<file path="src/asra_map.vh">
// constants of the async to sync rate adapter
// assumes: included by bare name from the rate adapter design file
`ifndef ASRA_MAP_VH
`define ASRA_MAP_VH

// ------------------------------------------------------------------
// character length selection {char_len_sel_hi, char_len_sel_lo}
// ------------------------------------------------------------------
// a switch that is ON reads as 1
`define ASRA_SEL_LEN_8 2'h2
`define ASRA_SEL_LEN_9 2'h3
`define ASRA_SEL_LEN_10 2'h0
`define ASRA_SEL_LEN_11 2'h1
`define ASRA_LEN_8 4'h8
`define ASRA_LEN_9 4'h9
`define ASRA_LEN_10 4'ha
`define ASRA_LEN_11 4'hb
`define ASRA_FRAME_W 11
`define ASRA_FRAME_MSB 10

// ------------------------------------------------------------------
// rate tolerance: full characters sent between two stop deletions
// ------------------------------------------------------------------
// 7 between gives one deletion in every 8 chars (+1 %), 3 one in every
// 4 (+2.3 %); one more would let a fast terminal overrun the slot
`define ASRA_DEL_GAP_NARROW 4'h7
`define ASRA_DEL_GAP_WIDE 4'h3

// ------------------------------------------------------------------
// timing
// ------------------------------------------------------------------
`define ASRA_RTS_HOLD_BITS 3'h4
`define ASRA_PER_W 16
`define ASRA_PER_MAX 16'hffff
`define ASRA_IDX_W 4
`define ASRA_MARK 1'b1
// synchroniser reset levels {rxd, rts, txd}: data at mark, request off
`define ASRA_PIN_IDLE 3'h5
`define ASRA_SPACE 1'b0

`endif

</file>
<file path="src/asra_edge_det.v">
// two-flop synchroniser with edge pulses for a clock arriving on a pin
// assumes: pin is asynchronous to ref_clk and much slower than it
`timescale 1ns/1ps
module asra_edge_det
(
   input wire ref_clk,
   input wire sys_rst,
   input wire pin_in,
   output wire level,
   output wire rise,
   output wire fall
);

reg meta_reg;
reg sync_reg;
reg last_reg;

always @(posedge ref_clk)
begin
   if (sys_rst)
   begin
      meta_reg <= 1'b0;
      sync_reg <= 1'b0;
      last_reg <= 1'b0;
   end
   else
   begin
      meta_reg <= pin_in;
      sync_reg <= meta_reg;
      last_reg <= sync_reg;
   end
end

assign level = sync_reg;
assign rise = sync_reg & ~last_reg;
assign fall = ~sync_reg & last_reg;

endmodule

</file>
<file path="src/asra_rate_adapter.v">
// async to sync rate adapter: terminal character stream to and from a
// synchronous data set bit stream
// assumes: data set supplies transmit and receive bit clocks, all pins
// are asynchronous to ref_clk, switches are static
`timescale 1ns/1ps
`include "asra_map.vh"
module asra_rate_adapter
(
   input wire ref_clk,
   input wire sys_rst,
   input wire char_len_sel_lo,
   input wire char_len_sel_hi,
   input wire wide_tolerance_sel,
   input wire unused_switch,
   input wire async_txd,
   input wire async_rts,
   input wire sync_txc,
   input wire sync_rxc,
   input wire sync_rxd,
   output reg sync_txd_reg,
   output reg sync_rts_reg,
   output reg async_rxd_reg
);

// ------------------------------------------------------------------
// pin synchronisers
// ------------------------------------------------------------------
wire [2:0] pin_raw;
wire [2:0] pin_s;
// request resets inactive, else a reset alone would raise it
wire [2:0] pin_idle = `ASRA_PIN_IDLE;
reg [2:0] pin_meta_reg;
reg [2:0] pin_sync_reg;

assign pin_raw = {sync_rxd, async_rts, async_txd};

genvar gi;
generate
   for (gi = 0; gi < 3; gi = gi + 1)
   begin : g_pin
      always @(posedge ref_clk)
      begin
         if (sys_rst)
         begin
            pin_meta_reg[gi] <= pin_idle[gi];
            pin_sync_reg[gi] <= pin_idle[gi];
         end
         else
         begin
            pin_meta_reg[gi] <= pin_raw[gi];
            pin_sync_reg[gi] <= pin_meta_reg[gi];
         end
      end
   end
endgenerate

assign pin_s = pin_sync_reg;

wire txd_s = pin_s[0];
wire rts_s = pin_s[1];
wire rxd_s = pin_s[2];
wire txc_rise;
wire txc_fall;
wire rxc_rise;

asra_edge_det u_txc
(
   .ref_clk(ref_clk),
   .sys_rst(sys_rst),
   .pin_in(sync_txc),
   .level(),
   .rise(txc_rise),
   .fall(txc_fall)
);

asra_edge_det u_rxc
(
   .ref_clk(ref_clk),
   .sys_rst(sys_rst),
   .pin_in(sync_rxc),
   .level(),
   .rise(rxc_rise),
   .fall()
);

// ------------------------------------------------------------------
// configuration
// ------------------------------------------------------------------
reg [`ASRA_IDX_W-1:0] char_len;
wire [`ASRA_IDX_W-1:0] last_idx = char_len - 4'h1;
wire [`ASRA_IDX_W-1:0] stop_pre = char_len - 4'h2;
wire [3:0] del_gap;

always @*
begin
   case ({char_len_sel_hi, char_len_sel_lo})
      `ASRA_SEL_LEN_8: char_len = `ASRA_LEN_8;
      `ASRA_SEL_LEN_9: char_len = `ASRA_LEN_9;
      `ASRA_SEL_LEN_11: char_len = `ASRA_LEN_11;
      default: char_len = `ASRA_LEN_10;
   endcase
end

assign del_gap = wide_tolerance_sel ? `ASRA_DEL_GAP_WIDE :
   `ASRA_DEL_GAP_NARROW;

// ------------------------------------------------------------------
// bit period measured from the transmit clock
// ------------------------------------------------------------------
// async sampling follows the data set clock, no rate setting
// 16-bit count covers the slowest rate at 100 MHz
reg [`ASRA_PER_W-1:0] per_cnt_reg;
reg [`ASRA_PER_W-1:0] bit_per_reg;
reg per_ok_reg;

always @(posedge ref_clk)
begin
   if (sys_rst)
   begin
      per_cnt_reg <= {`ASRA_PER_W{1'b0}};
      bit_per_reg <= {`ASRA_PER_W{1'b0}};
      per_ok_reg <= 1'b0;
   end
   else if (txc_rise)
   begin
      per_cnt_reg <= {`ASRA_PER_W{1'b0}};
      bit_per_reg <= per_cnt_reg;
      per_ok_reg <= (per_cnt_reg != {`ASRA_PER_W{1'b0}});
   end
   else if (per_cnt_reg != `ASRA_PER_MAX)
   begin
      per_cnt_reg <= per_cnt_reg + 16'h1;
   end
end

// ------------------------------------------------------------------
// async character capture
// ------------------------------------------------------------------
localparam CAP_IDLE = 3'h1;
localparam CAP_START = 3'h2;
localparam CAP_BITS = 3'h4;

reg [2:0] cap_st_reg;
reg [`ASRA_PER_W-1:0] smp_cnt_reg;
reg [`ASRA_IDX_W-1:0] cap_idx_reg;
reg [`ASRA_FRAME_MSB:0] cap_frame_reg;
reg cap_done_reg;
wire smp_now = (smp_cnt_reg == {`ASRA_PER_W{1'b0}});

always @(posedge ref_clk)
begin
   if (sys_rst)
   begin
      cap_st_reg <= CAP_IDLE;
      smp_cnt_reg <= {`ASRA_PER_W{1'b0}};
      cap_idx_reg <= {`ASRA_IDX_W{1'b0}};
      cap_frame_reg <= {`ASRA_FRAME_W{`ASRA_MARK}};
      cap_done_reg <= 1'b0;
   end
   else
   begin
      cap_done_reg <= 1'b0;
      if (!smp_now)
      begin
         smp_cnt_reg <= smp_cnt_reg - 16'h1;
      end
      case (cap_st_reg)
         CAP_IDLE:
         begin
            if (per_ok_reg && txd_s == `ASRA_SPACE)
            begin
               smp_cnt_reg <= {1'b0, bit_per_reg[`ASRA_PER_W-1:1]};
               cap_st_reg <= CAP_START;
            end
         end
         CAP_START:
         begin
            if (smp_now)
            begin
               // a glitch shorter than half a bit is not a start
               if (txd_s == `ASRA_SPACE)
               begin
                  cap_frame_reg[0] <= `ASRA_SPACE;
                  cap_idx_reg <= 4'h1;
                  smp_cnt_reg <= bit_per_reg;
                  cap_st_reg <= CAP_BITS;
               end
               else
               begin
                  cap_st_reg <= CAP_IDLE;
               end
            end
         end
         CAP_BITS:
         begin
            if (smp_now)
            begin
               cap_frame_reg[cap_idx_reg] <= txd_s;
               smp_cnt_reg <= bit_per_reg;
               cap_idx_reg <= cap_idx_reg + 4'h1;
               if (cap_idx_reg == last_idx)
               begin
                  // back to idle at mid-stop, ready for the next start
                  cap_done_reg <= 1'b1;
                  cap_st_reg <= CAP_IDLE;
               end
            end
         end
         default:
         begin
            cap_st_reg <= CAP_IDLE;
         end
      endcase
   end
end

// ------------------------------------------------------------------
// sync transmit: one holding character and one frame in flight
// ------------------------------------------------------------------
reg [`ASRA_FRAME_MSB:0] hold_reg;
reg hold_full_reg;
reg [`ASRA_FRAME_MSB:0] tx_frame_reg;
reg [`ASRA_IDX_W-1:0] tx_idx_reg;
reg tx_busy_reg;
reg [3:0] since_del_reg;
wire tx_take;
wire del_ok = (since_del_reg >= del_gap);

// shorten stop when the terminal runs fast
assign tx_take = txc_fall && hold_full_reg &&
   ((!tx_busy_reg) || (tx_idx_reg == last_idx) ||
   (tx_idx_reg == stop_pre && del_ok));

// no block limit, the holding slot recycles forever
// overrun: a new char overwrites an unsent one
always @(posedge ref_clk)
begin
   if (sys_rst)
   begin
      hold_reg <= {`ASRA_FRAME_W{`ASRA_MARK}};
      hold_full_reg <= 1'b0;
   end
   else if (cap_done_reg)
   begin
      hold_reg <= cap_frame_reg;
      hold_full_reg <= 1'b1;
   end
   else if (tx_take)
   begin
      hold_full_reg <= 1'b0;
   end
end

// data changes on txc falling edge
always @(posedge ref_clk)
begin
   if (sys_rst)
   begin
      tx_frame_reg <= {`ASRA_FRAME_W{`ASRA_MARK}};
      tx_idx_reg <= {`ASRA_IDX_W{1'b0}};
      tx_busy_reg <= 1'b0;
      since_del_reg <= 4'h0;
      sync_txd_reg <= `ASRA_MARK;
   end
   else if (txc_fall)
   begin
      if (tx_take)
      begin
         tx_frame_reg <= hold_reg;
         tx_idx_reg <= {`ASRA_IDX_W{1'b0}};
         tx_busy_reg <= 1'b1;
         sync_txd_reg <= hold_reg[0];
         if (tx_busy_reg && tx_idx_reg == stop_pre)
         begin
            since_del_reg <= 4'h0;
         end
         else if (since_del_reg != 4'hf)
         begin
            since_del_reg <= since_del_reg + 4'h1;
         end
      end
      else if (tx_busy_reg && tx_idx_reg != last_idx)
      begin
         tx_idx_reg <= tx_idx_reg + 4'h1;
         sync_txd_reg <= tx_frame_reg[tx_idx_reg + 4'h1];
      end
      else
      begin
         // slow terminal: stop lengthened by idle mark
         tx_busy_reg <= 1'b0;
         sync_txd_reg <= `ASRA_MARK;
      end
   end
end

// ------------------------------------------------------------------
// request to send with flush delay
// ------------------------------------------------------------------
reg [2:0] rts_cnt_reg;

always @(posedge ref_clk)
begin
   if (sys_rst)
   begin
      sync_rts_reg <= 1'b0;
      rts_cnt_reg <= 3'h0;
   end
   else if (rts_s)
   begin
      sync_rts_reg <= 1'b1;
      rts_cnt_reg <= 3'h0;
   end
   else if (sync_rts_reg && txc_fall)
   begin
      rts_cnt_reg <= rts_cnt_reg + 3'h1;
      if (rts_cnt_reg == `ASRA_RTS_HOLD_BITS - 3'h1)
      begin
         sync_rts_reg <= 1'b0;
      end
   end
end

// ------------------------------------------------------------------
// sync receive toward the terminal
// ------------------------------------------------------------------
// receive clock times this direction alone
always @(posedge ref_clk)
begin
   if (sys_rst)
   begin
      async_rxd_reg <= `ASRA_MARK;
   end
   else if (rxc_rise)
   begin
      async_rxd_reg <= rxd_s;
   end
end

endmodule

</file>
<file path="config.mk">
export PLATFORM = sky130hd
export DESIGN_NAME = asra_rate_adapter
export DESIGN_NICKNAME = d
export VERILOG_FILES = /design/src/asra_edge_det.v /design/src/asra_rate_adapter.v
export VERILOG_INCLUDE_DIRS = /design/src
export SDC_FILE = /design/constraint.sdc
export NUM_CORES = 1
export LEC_CHECK = 0
export ABC_CLOCK_PERIOD_IN_PS = 3300
export BUFFER_PORTS_ARGS = -buffer_cell sky130_fd_sc_hd__clkbuf_2
export CAP_MARGIN = 20
export CORE_MARGIN = 8
export CORE_UTILIZATION = 40
export CTS_CLUSTER_DIAMETER = 120
export DETAILED_ROUTE_END_ITERATION = 8
export GPL_ROUTABILITY_DRIVEN = 0
export HOLD_SLACK_MARGIN = 0.15
export PLACE_DENSITY_LB_ADDON = 0.2
export SLEW_MARGIN = 15
export SYNTH_ARGS = -nofsm -noshare
export SYNTH_HDL_FRONTEND = slang
export SYNTH_SLANG_ARGS = --single-unit
</file>
<file path="constraint.sdc">
create_clock -name ref_clk -period 3.3 [get_ports ref_clk]
set_input_delay 0 -clock ref_clk [delete_from_list [all_inputs] [get_ports ref_clk]]
set_output_delay 0 -clock ref_clk [all_outputs]
set_load 0.02 [all_outputs]
</file>
======== Word level (Yosys, flattened, before mapping) ========
Index checks and enable logic that the tools add are counted.
storage, ports and cells
  bits in registers ....................... 118
  latch bits .............................. 0
  RAM bits ................................ 0
  bits in read-only memories .............. 0
  input bits .............................. 11
  output and inout port bits .............. 3
  logic and storage cells ................. 142
  memories kept ........................... 0
cells by class
  add/sub/neg operators ................... 8
  $mul .................................... 0
  div/mod/pow operators ................... 0
  magnitude comparators ................... 4
  equality and inequality tests ........... 19
  shifts and indexed selects .............. 0
  mux-type cells .......................... 41
  bitwise logic cells ..................... 9
  reductions and logical operators ........ 30
operators with widths
  kind                   number
  $mux 16                5
  $pmux 16 s3            1
  $mux 4                 7
  $mux 3                 6
  $add 16x1->16 const B  1
  $logic_not 16->1       1
  $ne 16x16->1 const B   1
  $reduce_bool 16->1     1
  $sub 16x1->16 const B  1
  $mux 1                 15
  $add 4x1->4 const B    3
  $eq 4x4->1             3
  $ne 2x2->1 const B     6
  $reduce_bool 2->1      6
  $bwmux 11              1
  $lt 4x5->1 const B     2
  $reduce_and 2->1       5
  $pmux 3 s3             1
  $logic_and 1x1->1      8
  $pmux 4 s2             1
  $reduce_and 4->1       2
  $eq 3x2->1 const B     2
  $not 1->1              6
  $pmux 2 s3             1
  20 further kinds       25

======== Logic depth before layout (Yosys ltp) ========
Gate-level depths: netlist (run 1).
  depth in word-level cells ............... 9
  depth in mapped cells ................... 10
  mapped depth without buffers ............ 8

======== Modules after synthesis ========
Synthesis (run 1) repeated with hierarchy kept, for this count alone.
second synthesis, totals
  cell total of the unflattened synthesis .. 614
  area, all modules ....................... 5535.3 um^2
modules (own cells, without submodules)
  module             instances  cells an instance  area an instance (um^2)  seq. area each (um^2)
  asra_rate_adapter  1          598                5352.6                   2242.2
  asra_edge_det      2          8                  91.3                     60.1

======== Worst setup path before layout (run 1) ========
OpenSTA, ideal clock, no wires.
  kind .................................... register to register
  start point ............................. register smp_cnt_reg[6]
  end point ............................... register cap_idx_reg[2]
  library setup time ...................... 0.070 ns
  arrival ................................. 1.848 ns
  data required time ...................... 3.230 ns
  setup slack ............................. 1.382 ns
  stages on the path, launching flop included .. 8
  buffers on the path ..................... 1
  clock period less this slack ............ 1.918 ns
  path through ............................ dfxtp_1 > nor4_4 > and4_4 > and2_4 > buf_8 > nand2_4 > or4b_1 > a21oi_1
on the way
  longest elaborated chain between the ends .. 3
  elaborated cells on any way between the ends .. 4
  classes of those cells .................. 2 x eq/ne; 2 x reduce/logical
ends and longest elaborated chain
  element                       line                     text
  from (decl)                   asra_rate_adapter.v:144  reg [`ASRA_PER_W-1:0] smp_cnt_reg;
  from (signal assigned)        asra_rate_adapter.v:155  smp_cnt_reg <= {`ASRA_PER_W{1'b0}};
  from (signal assigned)        asra_rate_adapter.v:165  smp_cnt_reg <= smp_cnt_reg - 16'h1;
  from (signal assigned)        asra_rate_adapter.v:172  smp_cnt_reg <= {1'b0, bit_per_reg[`ASRA_PER_W-1:1]};
  $logic_not 16->1 *            asra_rate_adapter.v:148  wire smp_now = (smp_cnt_reg == {`ASRA_PER_W{1'b0}});
  $ne 2x2->1 (no line)          -
  $reduce_and 4->1 (no line) *  -
  to (signal assigned)          asra_rate_adapter.v:156  cap_idx_reg <= {`ASRA_IDX_W{1'b0}};
  to (signal assigned)          asra_rate_adapter.v:200  cap_idx_reg <= cap_idx_reg + 4'h1;
  to (decl)                     asra_rate_adapter.v:145  reg [`ASRA_IDX_W-1:0] cap_idx_reg;
Mark *: on every way between the ends. The rest lies on a longest branch, timed or not.
A chain may end at the register's enable or synchronous reset.

======== Worst setup path in the final report (run 1) ========
  start point ............................. input char_len_sel_lo
  end point ............................... register since_del_reg[2]
on the way
  longest elaborated chain between the ends .. 8
  elaborated cells on any way between the ends .. 16
  classes of those cells .................. 2 x add/sub; 5 x eq/ne; 2 x mux; 7 x reduce/logical
ends and longest elaborated chain
  element                                                       line                                                                       text
  from (decl)                                                   asra_rate_adapter.v:11                                                     input wire char_len_sel_lo,
  $eq 2x1->1 / $eq 2x2->1 (equally long branches)               asra_rate_adapter.v:96                                                     case ({char_len_sel_hi, char_len_sel_lo})
  $pmux 2 s3 *                                                  asra_rate_adapter.v:96
  $sub 4x1->4 / $sub 4x2->4 (equally long branches)             asra_rate_adapter.v:90, asra_rate_adapter.v:91
  $eq 4x4->1 (on tied branches)                                 asra_rate_adapter.v:231, asra_rate_adapter.v:232, asra_rate_adapter.v:273
  $logic_or 1x1->1 / $logic_and 1x1->1 (equally long branches)  asra_rate_adapter.v:231, asra_rate_adapter.v:232
  $logic_or 1x1->1                                              asra_rate_adapter.v:231                                                    ((!tx_busy_reg) || (tx_idx_reg == last_idx) ||
  $logic_and 1x1->1                                             asra_rate_adapter.v:230                                                    assign tx_take = txc_fall && hold_full_reg &&
  $reduce_and 3->1 (no line)                                    -
  to (signal assigned)                                          asra_rate_adapter.v:279                                                    since_del_reg <= since_del_reg + 4'h1;
  to (decl)                                                     asra_rate_adapter.v:225                                                    reg [3:0] since_del_reg;
Marked as above.

==> summary.txt, run 1 <==
Run status
  – Status: finished, final reports clean

STA
  – Setup violations, final: 0
  – Tcrit/Tclk final: 0.733
  – Final Hold Vio Count: 0
  – Setup tns final: 0 ns
  – Setup Skew: 0.0144 ns
  – RSZ-0062 raised after global routing: no
  – Final Critical Period: 2.42 ns
  – Hold Slack: 0.208 ns
  – Final slew viol count: 0
  – Max-slew headroom: 0.423
  – Top achievable clock speed: 413 MHz
  – Worst-margin pin slew: 0.861 ns

Detailed routing
  – Wire per inst: 13.6 um
  – Drt total wl: 11.3 mm
  – Routed vias: 4333
  – DRC viols: 0
  – DR vias/cell: 5.21
  – Iteration-0 DRC Markers: 186
  – Post-DRT Antenna Nets: 0
  – DR pass1 iterations: 4

Die
  – I/O pins: 14
  – Core ar.: 13700 um^2
  – Die ar.: 17700 um^2
  – Die height: 133 um
  – Chip width: 133 um
  – Initial core utilization: 0.402
  – Row cnt: 43

Yosys
  – Ys flop type: dfxtp_1
  – Post-Syn Area: 5490 um^2
  – Avg Inst Size Synth: 8.70 um^2
  – Ys Warns: 0
  – Ys async rst share: 0
  – Number of synthesized flops with an enable pin: 0
  – Post-synthesis cell type count: 63
  – Sequential area share after synthesis: 0.430
  – Post-synthesis register bit count: 118
  – Mapped Cells: 631
  – Synth Net Count: 658

Clock tree
  – Clock transition at path regs: 0.05 ns
  – Htree depth: 4
  – CTS tree: done
  – CTS max path bufs: 2
  – Post_cts resized: 0
  – Hold_buf cts: 6
  – Total clock buffers created by CTS: 17
  – Sink Count: 118
  – Skew-Pair Late Insertion Delay: 0.41 ns
  – Root Buffer: clkbuf_16
  – Post-CTS Setup Repair Bufs: 0

Global routing
  – GRT overflow: 0
  – Number of global-route vias before repair: 4277
  – First-pass GRT wire length: 19.7 mm
  – Largest net degree at the start of global routing: 51
  – Global Route Usage Sum: 0.135
  – Initial antenna violation count: 0

Min path
  – Worst hold path class: in -> reg

Place
  – Placed Area: 5670 um^2
  – HPWL after detailed placement: 7.88 mm
  – PortBufs: 12
  – Placed Cells: 793

Layout
  – Fin util: 0.465
  – Most frequent cells in the layout: dfxtp_1, nand2_1, a21oi_1
  – Nets: 666
  – P&R area growth vs syn: 15.7%
  – Layout cells sized above 1: 0.101
  – Diodes inserted: 0
  – Fin cells: 832
  – Post-route cell area: 6350 um^2
  – Commonest non-fill, non-tap cell in the layout: dfxtp_1

Worst setup path
  – Critical path launch point type: input pin
  – CP required: 3.61 ns
  – Crit path arrival time: 2.73 ns
  – CP endpoint kind: flip-flop
  – Crit Path Category: in -> reg
  – CP Max Fanout: 17

Power and ir drop
  – VDD IR max: 0.000412 V
  – PwrDens: 644 nW/um^2
  – Leak Pwr: 0.00229 uW

Run
  – Max Cap Viol: 0
[synth_stat cells, types with 3 or more instances]
| cell type | count | share of area |
|---|---|---|
| nand2b_1 | 14 | 0.016 |
| dfxtp_1 | 118 | 0.43 |
| a211o_1 | 13 | 0.021 |
| xor2_1 | 5 | 0.0080 |
| nor2_1 | 46 | 0.031 |
| or3b_1 | 3 | 0.0048 |
| nand2_1 | 82 | 0.056 |
| clkbuf_1 | 24 | 0.016 |
| and2_1 | 5 | 0.0057 |
| nand4_1 | 3 | 0.0034 |
| o31ai_1 | 3 | 0.0041 |
| buf_2 | 7 | 0.0064 |
| a311o_1 | 3 | 0.0055 |
| nor3b_1 | 5 | 0.0068 |
| ha_1 | 16 | 0.036 |
| nor2b_1 | 31 | 0.035 |
| inv_1 | 10 | 0.0068 |
| a31oi_1 | 4 | 0.0046 |
| a211oi_1 | 3 | 0.0041 |
| a21oi_1 | 49 | 0.045 |
| mux2i_1 | 8 | 0.015 |
| nor3_1 | 20 | 0.018 |
| nor4_1 | 5 | 0.0057 |
| a221o_1 | 5 | 0.0091 |
| a21boi_1 | 3 | 0.0041 |
| or2_2 | 5 | 0.0057 |
| nand3b_1 | 14 | 0.019 |
| o21ai_0 | 24 | 0.022 |
| and3_1 | 4 | 0.0046 |
| nand3_1 | 16 | 0.015 |
| a41oi_1 | 4 | 0.0064 |
| a311oi_1 | 5 | 0.0080 |
| a22oi_1 | 10 | 0.014 |
| or3_1 | 7 | 0.0080 |
| xnor2_1 | 17 | 0.027 |
| nor4b_1 | 3 | 0.0048 |
[power by group]
| part | switching, uW | internal (uW) | leakage, uW | total [uW] |
|---|---|---|---|---|
| registers | 81.1 | 1500 | 0.000958 | 1580 |
| clock network | 620 | 1260 | 0.000296 | 1880 |
| logic | 339 | 287 | 0.00103 | 626 |
[path summary, 6_finish.rpt]
kind / start / end / slack, ns / cells after the start
worst max register to register: per_cnt_reg[1]$_SDFFE_PP0P_ / per_cnt_reg[11]$_SDFFE_PP0P_ / 0.91 / 7
worst min-delay path: sys_rst / u_rxc.level$_SDFF_PP0_ / 0.21 / 2
worst max-delay path: char_len_sel_lo / since_del_reg[2]$_SDFFE_PP0P_ / 0.88 / 10
worst min register to register: pin_meta_reg[0]$_SDFF_PP1_ / txd_s$_SDFF_PP1_ / 0.41 / 1
[critical path: stages]
cell and delay (ns):
dlygate4sd3_1 0.52, clkbuf_2 0.16, inv_1 0.07, ha_1 0.24
or3b_1 0.36, a211o_1 0.30, nand2_1 0.16, o21a_1 0.54
a21oi_1 0.14, a211oi_1 0.22
[stage by stage]
stage               setup WS [ns]  power, uW
detailed placement          0.890       2230
global placement            0.985       2220
floorplan                    1.38       2110
CTS                         0.867       4140
finish                      0.881       4090
global route                0.660       4300
[logic make-up (layout without fill, tap and decap cells)]
logic type	after synthesis	count (layout)	share of synthesized area
and+or+nand+nor	277	277	0.268
xor gates and xnor gates	22	22	0.0351
AOI/OAI and AO/OA	142	142	0.170
DFF	118	118	0.430
buffers and inverters	44	65	0.0337
adders and majority gates	16	16	0.0365
muxes	12	12	0.0269
[cell type report]
cell class,count,area [um^2]
repair buffers,23,170
inverters,10,37.5
clock buffers,24,492
fillers,1325,7320
flip-flops and latches,118,2360
clock inverters,8,120
multi-input cells,469,2940
well taps,180,225
[routing by layer]
metal	up-vias	part of all wire	GRT usage
li1	2253	-	-
met1	2017	0.48	0.155
met2	53	0.48	0.226
met3	10	0.028	0.0395
met4	0	0.014	0.0649
met5	-	0	0
(Power assumes the default switching activity.)
==> run 2, diff against run 1 <==
--- a/config.mk
+++ b/config.mk
@@ -6,7 +6,7 @@
 export SDC_FILE = /design/constraint.sdc
 export NUM_CORES = 1
 export LEC_CHECK = 0
-export ABC_CLOCK_PERIOD_IN_PS = 3300
+export ABC_CLOCK_PERIOD_IN_PS = 2000
 export BUFFER_PORTS_ARGS = -buffer_cell sky130_fd_sc_hd__clkbuf_2
 export CAP_MARGIN = 20
 export CORE_MARGIN = 8
==> constraint.sdc (replaced) <==
create_clock -name ref_clk -period 2 [get_ports ref_clk]
set_input_delay 0 -clock ref_clk [delete_from_list [all_inputs] [get_ports ref_clk]]
set_output_delay 0 -clock ref_clk [all_outputs]
set_load 0.02 [all_outputs]
==> run 2 against run 1 <==
Effect of this change: combinational power increased by 100%; global-route usage increased by 0.89 points; first-iteration DRC count grew 39%.
==> summary.txt, run 2 (synthesis results as in run 1) <==
Worst setup path
  – Crit path capture: since_del_reg[3]$_SDFFE_PP0P_
  – Reg2reg setup slack: 0.08 ns
  – CP Max Fanout: 7
  – Critical path launch point type: flip-flop
  – CP required: 2.34 ns
  – Critical path startpoint: tx_idx_reg[2]$_SDFFE_PP0P_
  – Crit Path Category: reg -> reg
  – Reg2reg path depth: 6
  – Reg2reg end: since_del_reg[3]$_SDFFE_PP0P_
  – Worst R2R Start: tx_idx_reg[2]$_SDFFE_PP0P_
  – Crit path arrival time: 2.25 ns
  – CP endpoint kind: flip-flop

STA
  – Final worst setup slack: 0.0824 ns
  – Worst-margin pin slew: 0.723 ns
  – Final slew viol count: 0
  – Setup violations, final: 0
  – RSZ-0062 raised after global routing: yes
  – Tcrit/Tclk final: 0.959
  – Top achievable clock speed: 521 MHz
  – Hold Slack: 0.235 ns
  – Final Critical Period: 1.92 ns
  – Final Hold Vio Count: 0
  – Setup Skew: 0.00820 ns
  – Max-slew headroom: 0.516

Clock tree
  – Skew-Pair Late Insertion Delay: 0.41 ns
  – CTS tree: done
  – Root Buffer: clkbuf_16
  – CTS max path bufs: 2
  – Total clock buffers created by CTS: 17
  – Htree depth: 4
  – Sink Count: 118
  – Clock transition at path regs: 0.05 ns

Layout
  – Nets: 703
  – Area of the multi-input gates: 3070 um^2
  – Layout cells sized above 1: 0.185
  – P&R area growth vs syn: 22.2%
  – Most frequent cells in the layout: dfxtp_1, nand2_1, a21oi_1
  – Fin cells: 867
  – Fill count: 1311
  – Commonest non-fill, non-tap cell in the layout: dfxtp_1
  – Fin util: 0.491
  – Reg area: 2360 um^2
  – Diodes inserted: 0

Detailed routing
  – Routed vias: 4477
  – Drt total wl: 11.8 mm
  – DR pass1 iterations: 5
  – Post-DRT Antenna Nets: 0
  – Iteration-0 DRC Markers: 259
  – DRC viols: 0
  – DR vias/cell: 5.16
  – Wire per inst: 13.7 um

Power and ir drop
  – PwrDens: 993 nW/um^2
  – Final Power: 6670 uW
  – Leak Pwr: 0.00248 uW
  – VDD IR max: 0.000644 V

Die
  – I/O pins: 14
  – Chip width: 133 um
  – Initial core utilization: 0.402
  – Die ar.: 17700 um^2
  – Row cnt: 43
  – Core ar.: 13700 um^2
  – Die height: 133 um

Min path
  – Worst hold path class: in -> reg
  – Worst Hold Launch: wide_tolerance_sel

Global routing
  – Initial antenna violation count: 0
  – First-pass GRT wire length: 21.2 mm
  – Number of global-route vias before repair: 4494
  – Largest net degree at the start of global routing: 75
  – Global Route Usage Sum: 0.144
  – GRT overflow: 0

Place
  – Placed Cells: 830
  – PortBufs: 12
  – Post-place setup slack: -0.0263 ns
  – HPWL after detailed placement: 8.34 mm

Run status
  – Status: finished, final reports clean

Run
  – Max Cap Viol: 0
## run 2: how the worst min path moves through the flow
stage	to	cells past startpoint	slack, ns
6_report	since_del_reg[3]$_SDFFE_PP0P_	6	0.23
5_1_grt	since_del_reg[3]$_SDFFE_PP0P_	6	0.27
4_1_cts	cap_done_reg$_SDFF_PP0_	6	0.23
3_5_place_dp	pin_meta_reg[2]$_SDFF_PP1_	2	0.19
3_3_place_gp	pin_meta_reg[2]$_SDFF_PP1_	2	0.19
2_1_floorplan	pin_meta_reg[0]$_SDFF_PP1_	1	0.10
## run 2: cell type report
cell class	instances	share of cell area
clock inverter	9	0.0117
clock buffer	21	0.0701
multi-input combinational	469	0.457
timing repair buffer	60	0.0695
tap	180	0.0336
sequential	118	0.352
inverter	10	0.00559
## run 2: timing repair
item,in CTS,in global routing
pin swaps,0,5
hold buffers,7,0
gates resized for setup,3,29
hold endpoints to repair,22,0
setup endpoints to repair,5,45
setup buffers,0,0
## run 2: per-stage QoR
stage,setup TNS (ns),area [um^2]
floorplan,0,5490
CTS,0,6590
global route,-0.0973,6710
finish,0,6710
global placement,-0.00947,5960
detailed placement,-0.0768,5960
## run 2: worst max-delay path: stages (launching register included)
cell,delay (ns)
dfxtp_1,0.37
or3b_1,0.41
a211o_1,0.32
nand2_2,0.15
o21ai_4,0.11
or3_1,0.36
a21oi_1,0.14
## run 2: report_power, final
part	internal (uW)	switching [uW]
sequential	2480	132
clock	1780	1010
combinational	626	642
total	4880	1790
## run 2: metal layers
layer | vias up | GRT usage | routed length [um] | part of all wire
met5 | - | 0 | 0 | 0
met4 | 0 | 0.0624 | 189 | 0.016
met3 | 14 | 0.0377 | 296 | 0.025
met2 | 54 | 0.233 | 5590 | 0.47
met1 | 2074 | 0.177 | 5760 | 0.49
li1 | 2335 | - | - | -
==> run 3, diff against run 2 <==
--- a/config.mk
+++ b/config.mk
@@ -6,7 +6,7 @@
 export SDC_FILE = /design/constraint.sdc
 export NUM_CORES = 1
 export LEC_CHECK = 0
-export ABC_CLOCK_PERIOD_IN_PS = 2000
+export ABC_CLOCK_PERIOD_IN_PS = 1700
 export BUFFER_PORTS_ARGS = -buffer_cell sky130_fd_sc_hd__clkbuf_2
 export CAP_MARGIN = 20
 export CORE_MARGIN = 8
==> constraint.sdc (replaced) <==
create_clock -name ref_clk -period 1.7 [get_ports ref_clk]
set_input_delay 0.34 -clock ref_clk [delete_from_list [all_inputs] [get_ports ref_clk]]
set_output_delay 0.34 -clock ref_clk [all_outputs]
set_load 0.02 [all_outputs]
==> run 3 against run 2 <==
Effect of this change: the flow now finishes with violations (setup timing); combinational power is 110% higher; setup slack worse by 0.35 ns; flip-flop and latch count stayed put; hold slack better by 0.022 ns; cell count is 9.9% higher; sequential power is 18% higher; power is 39% higher; largest power group unchanged.
==> summary.txt, run 3 (synthesis results as in run 1) <==
Clock tree
  – Sink Count: 118
  – Clock transition at path regs: 0.06 ns
  – Skew-Pair Late Insertion Delay: 0.42 ns
  – CTS max path bufs: 2
  – Total clock buffers created by CTS: 17
  – Root Buffer: clkbuf_16
  – Htree depth: 4
  – CTS tree: done

Worst setup path
  – Critical path launch point type: flip-flop
  – CP required: 2.00 ns
  – Reg2reg setup slack: -0.27 ns
  – Crit path arrival time: 2.27 ns
  – Crit Path Category: reg -> reg
  – CP Max Fanout: 6
  – CP endpoint kind: flip-flop

Die
  – Die ar.: 17700 um^2
  – Row cnt: 43
  – I/O pins: 14
  – Core ar.: 13700 um^2
  – Initial core utilization: 0.402
  – Chip width: 133 um
  – Die height: 133 um

Global routing
  – Largest net degree at the start of global routing: 44
  – Initial antenna violation count: 0
  – GRT overflow: 0
  – Number of global-route vias before repair: 4975
  – First-pass GRT wire length: 23.1 mm
  – Global Route Usage Sum: 0.157

Run status
  – Failing checks: setup timing
  – Status: complete, but fails checks

Power and ir drop
  – Comb power frac: 0.291
  – Sequential Power Share: 0.332
  – Leak Pwr: 0.00306 uW
  – Switching power: 2700 uW
  – Clock Power Share: 0.378
  – Internal: 6580 uW
  – Final Power: 9280 uW
  – PwrDens: 1140 nW/um^2
  – VDD IR max: 0.000759 V
  – Sw Ratio: 0.291

Layout
  – Reg area: 2390 um^2
  – Commonest non-fill, non-tap cell in the layout: dfxtp_1
  – Fill count: 1170
  – Most frequent cells in the layout: dfxtp_1, buf_4, nand2_1
  – Post-route cell area: 8170 um^2
  – Area of the multi-input gates: 3660 um^2
  – P&R area growth vs syn: 48.8%
  – Fin cells: 953
  – Layout cells sized above 1: 0.405
  – Diodes inserted: 0
  – Nets: 787

Detailed routing
  – DRC viols: 0
  – Post-DRT Antenna Nets: 0
  – Iteration-0 DRC Markers: 315
  – Drt total wl: 14.5 mm
  – DR pass1 iterations: 4
  – Wire per inst: 15.2 um
  – Routed vias: 4996
  – DR vias/cell: 5.24

STA
  – Max-slew headroom: 0.513
  – Setup Skew: 0.00543 ns
  – Final slew viol count: 0
  – RSZ-0062 raised after global routing: yes
  – Hold Slack: 0.257 ns
  – Worst-margin pin slew: 0.730 ns
  – Top achievable clock speed: 508 MHz
  – Final Hold Vio Count: 0
  – Tcrit/Tclk final: 1.16
  – Final Critical Period: 1.97 ns
  – Final worst setup slack: -0.269 ns
  – Setup violations, final: 55

Place
  – PortBufs: 12
  – HPWL after detailed placement: 9.30 mm
  – Placed Area: 6500 um^2
  – Placed Cells: 886

Min path
  – Worst hold path class: in -> reg

Run
  – Max Cap Viol: 0
==> run 3: cell count changes in the layout (fill, tap and decap cells not counted), moves of 11 or more <==
| cell | previous run | this run |
|---|---|---|
| dfxtp_2 | 1 | 13 |
| o21ai_0 | 23 | 11 |
| nand2_1 | 81 | 58 |
| o21ai_1 | 1 | 12 |
| nand2_4 | 1 | 13 |
| buf_4 | 38 | 93 |
| buf_6 | 1 | 27 |
| dfxtp_1 | 117 | 103 |
| nand2_2 | 1 | 12 |
==> run 3: layer usage <==
metal	global-route usage	up-vias	part of all wire
met4	0.0692	0	0.023
met1	0.187	2383	0.45
met5	0	-	0
met2	0.266	79	0.49
li1	-	2504	-
met3	0.0354	30	0.031
==> run 3: final cells by class <==
cell class,instances,share of cell area
multi-input cells,469,0.448
flip-flops and latches,118,0.292
repair buffers,144,0.154
clock buffers,20,0.0559
well taps,180,0.0276
clock inverters,12,0.0156
inverters,10,0.00674
==> run 3: repair_timing <==
item / CTS / global route
setup endpoints to repair: 57 / 68
pin swaps: 26 / 63
setup buffers: 9 / 20
gates resized for setup: 59 / 134
endpoints found under the hold margin: 5 / 0
cloned: 3 / 2
hold buffers: 5 / 0
==> run 3: worst paths after layout <==
kind | startpoint | to | depth (start not counted)
max | tx_idx_reg[1]$_SDFFE_PP0P_ | since_del_reg[3]$_SDFFE_PP0P_ | 7
min | sys_rst | smp_cnt_reg[0]$_SDFF_PP0_ | 2
max reg2reg | tx_idx_reg[1]$_SDFFE_PP0P_ | since_del_reg[3]$_SDFFE_PP0P_ | 7
min reg2reg | pin_meta_reg[2]$_SDFF_PP1_ | rxd_s$_SDFF_PP1_ | 1
==> run 3: power by group through the flow <==
stage	registers [uW]	logic, uW	clock network (uW)
3_5_place_dp	3090	1760	0
4_1_cts	3050	2030	3560
3_3_place_gp	3090	1720	0
6_report	3080	2700	3500
5_1_grt	3100	2890	3700
2_1_floorplan	3110	1020	0
==> run 3: metrics by stage <==
step            util  setup slack [ns]  TNS, ns
4_1_cts        0.548            -0.159    -3.29
3_3_place_gp   0.476            -0.524   -12.05
5_1_grt        0.598            -0.316    -8.94
2_1_floorplan      -            -0.178    -3.36
3_5_place_dp   0.476            -0.563   -13.59
6_report       0.598            -0.269    -5.26
==> run 3: worst max-delay path, stage by stage (launching register included) <==
cell	delay, ns
dfxtp_2	0.33
buf_6	0.12
or4_4	0.54
a21boi_4	0.21
buf_6	0.13
o21ai_4	0.09
o31ai_1	0.34
a21oi_2	0.09
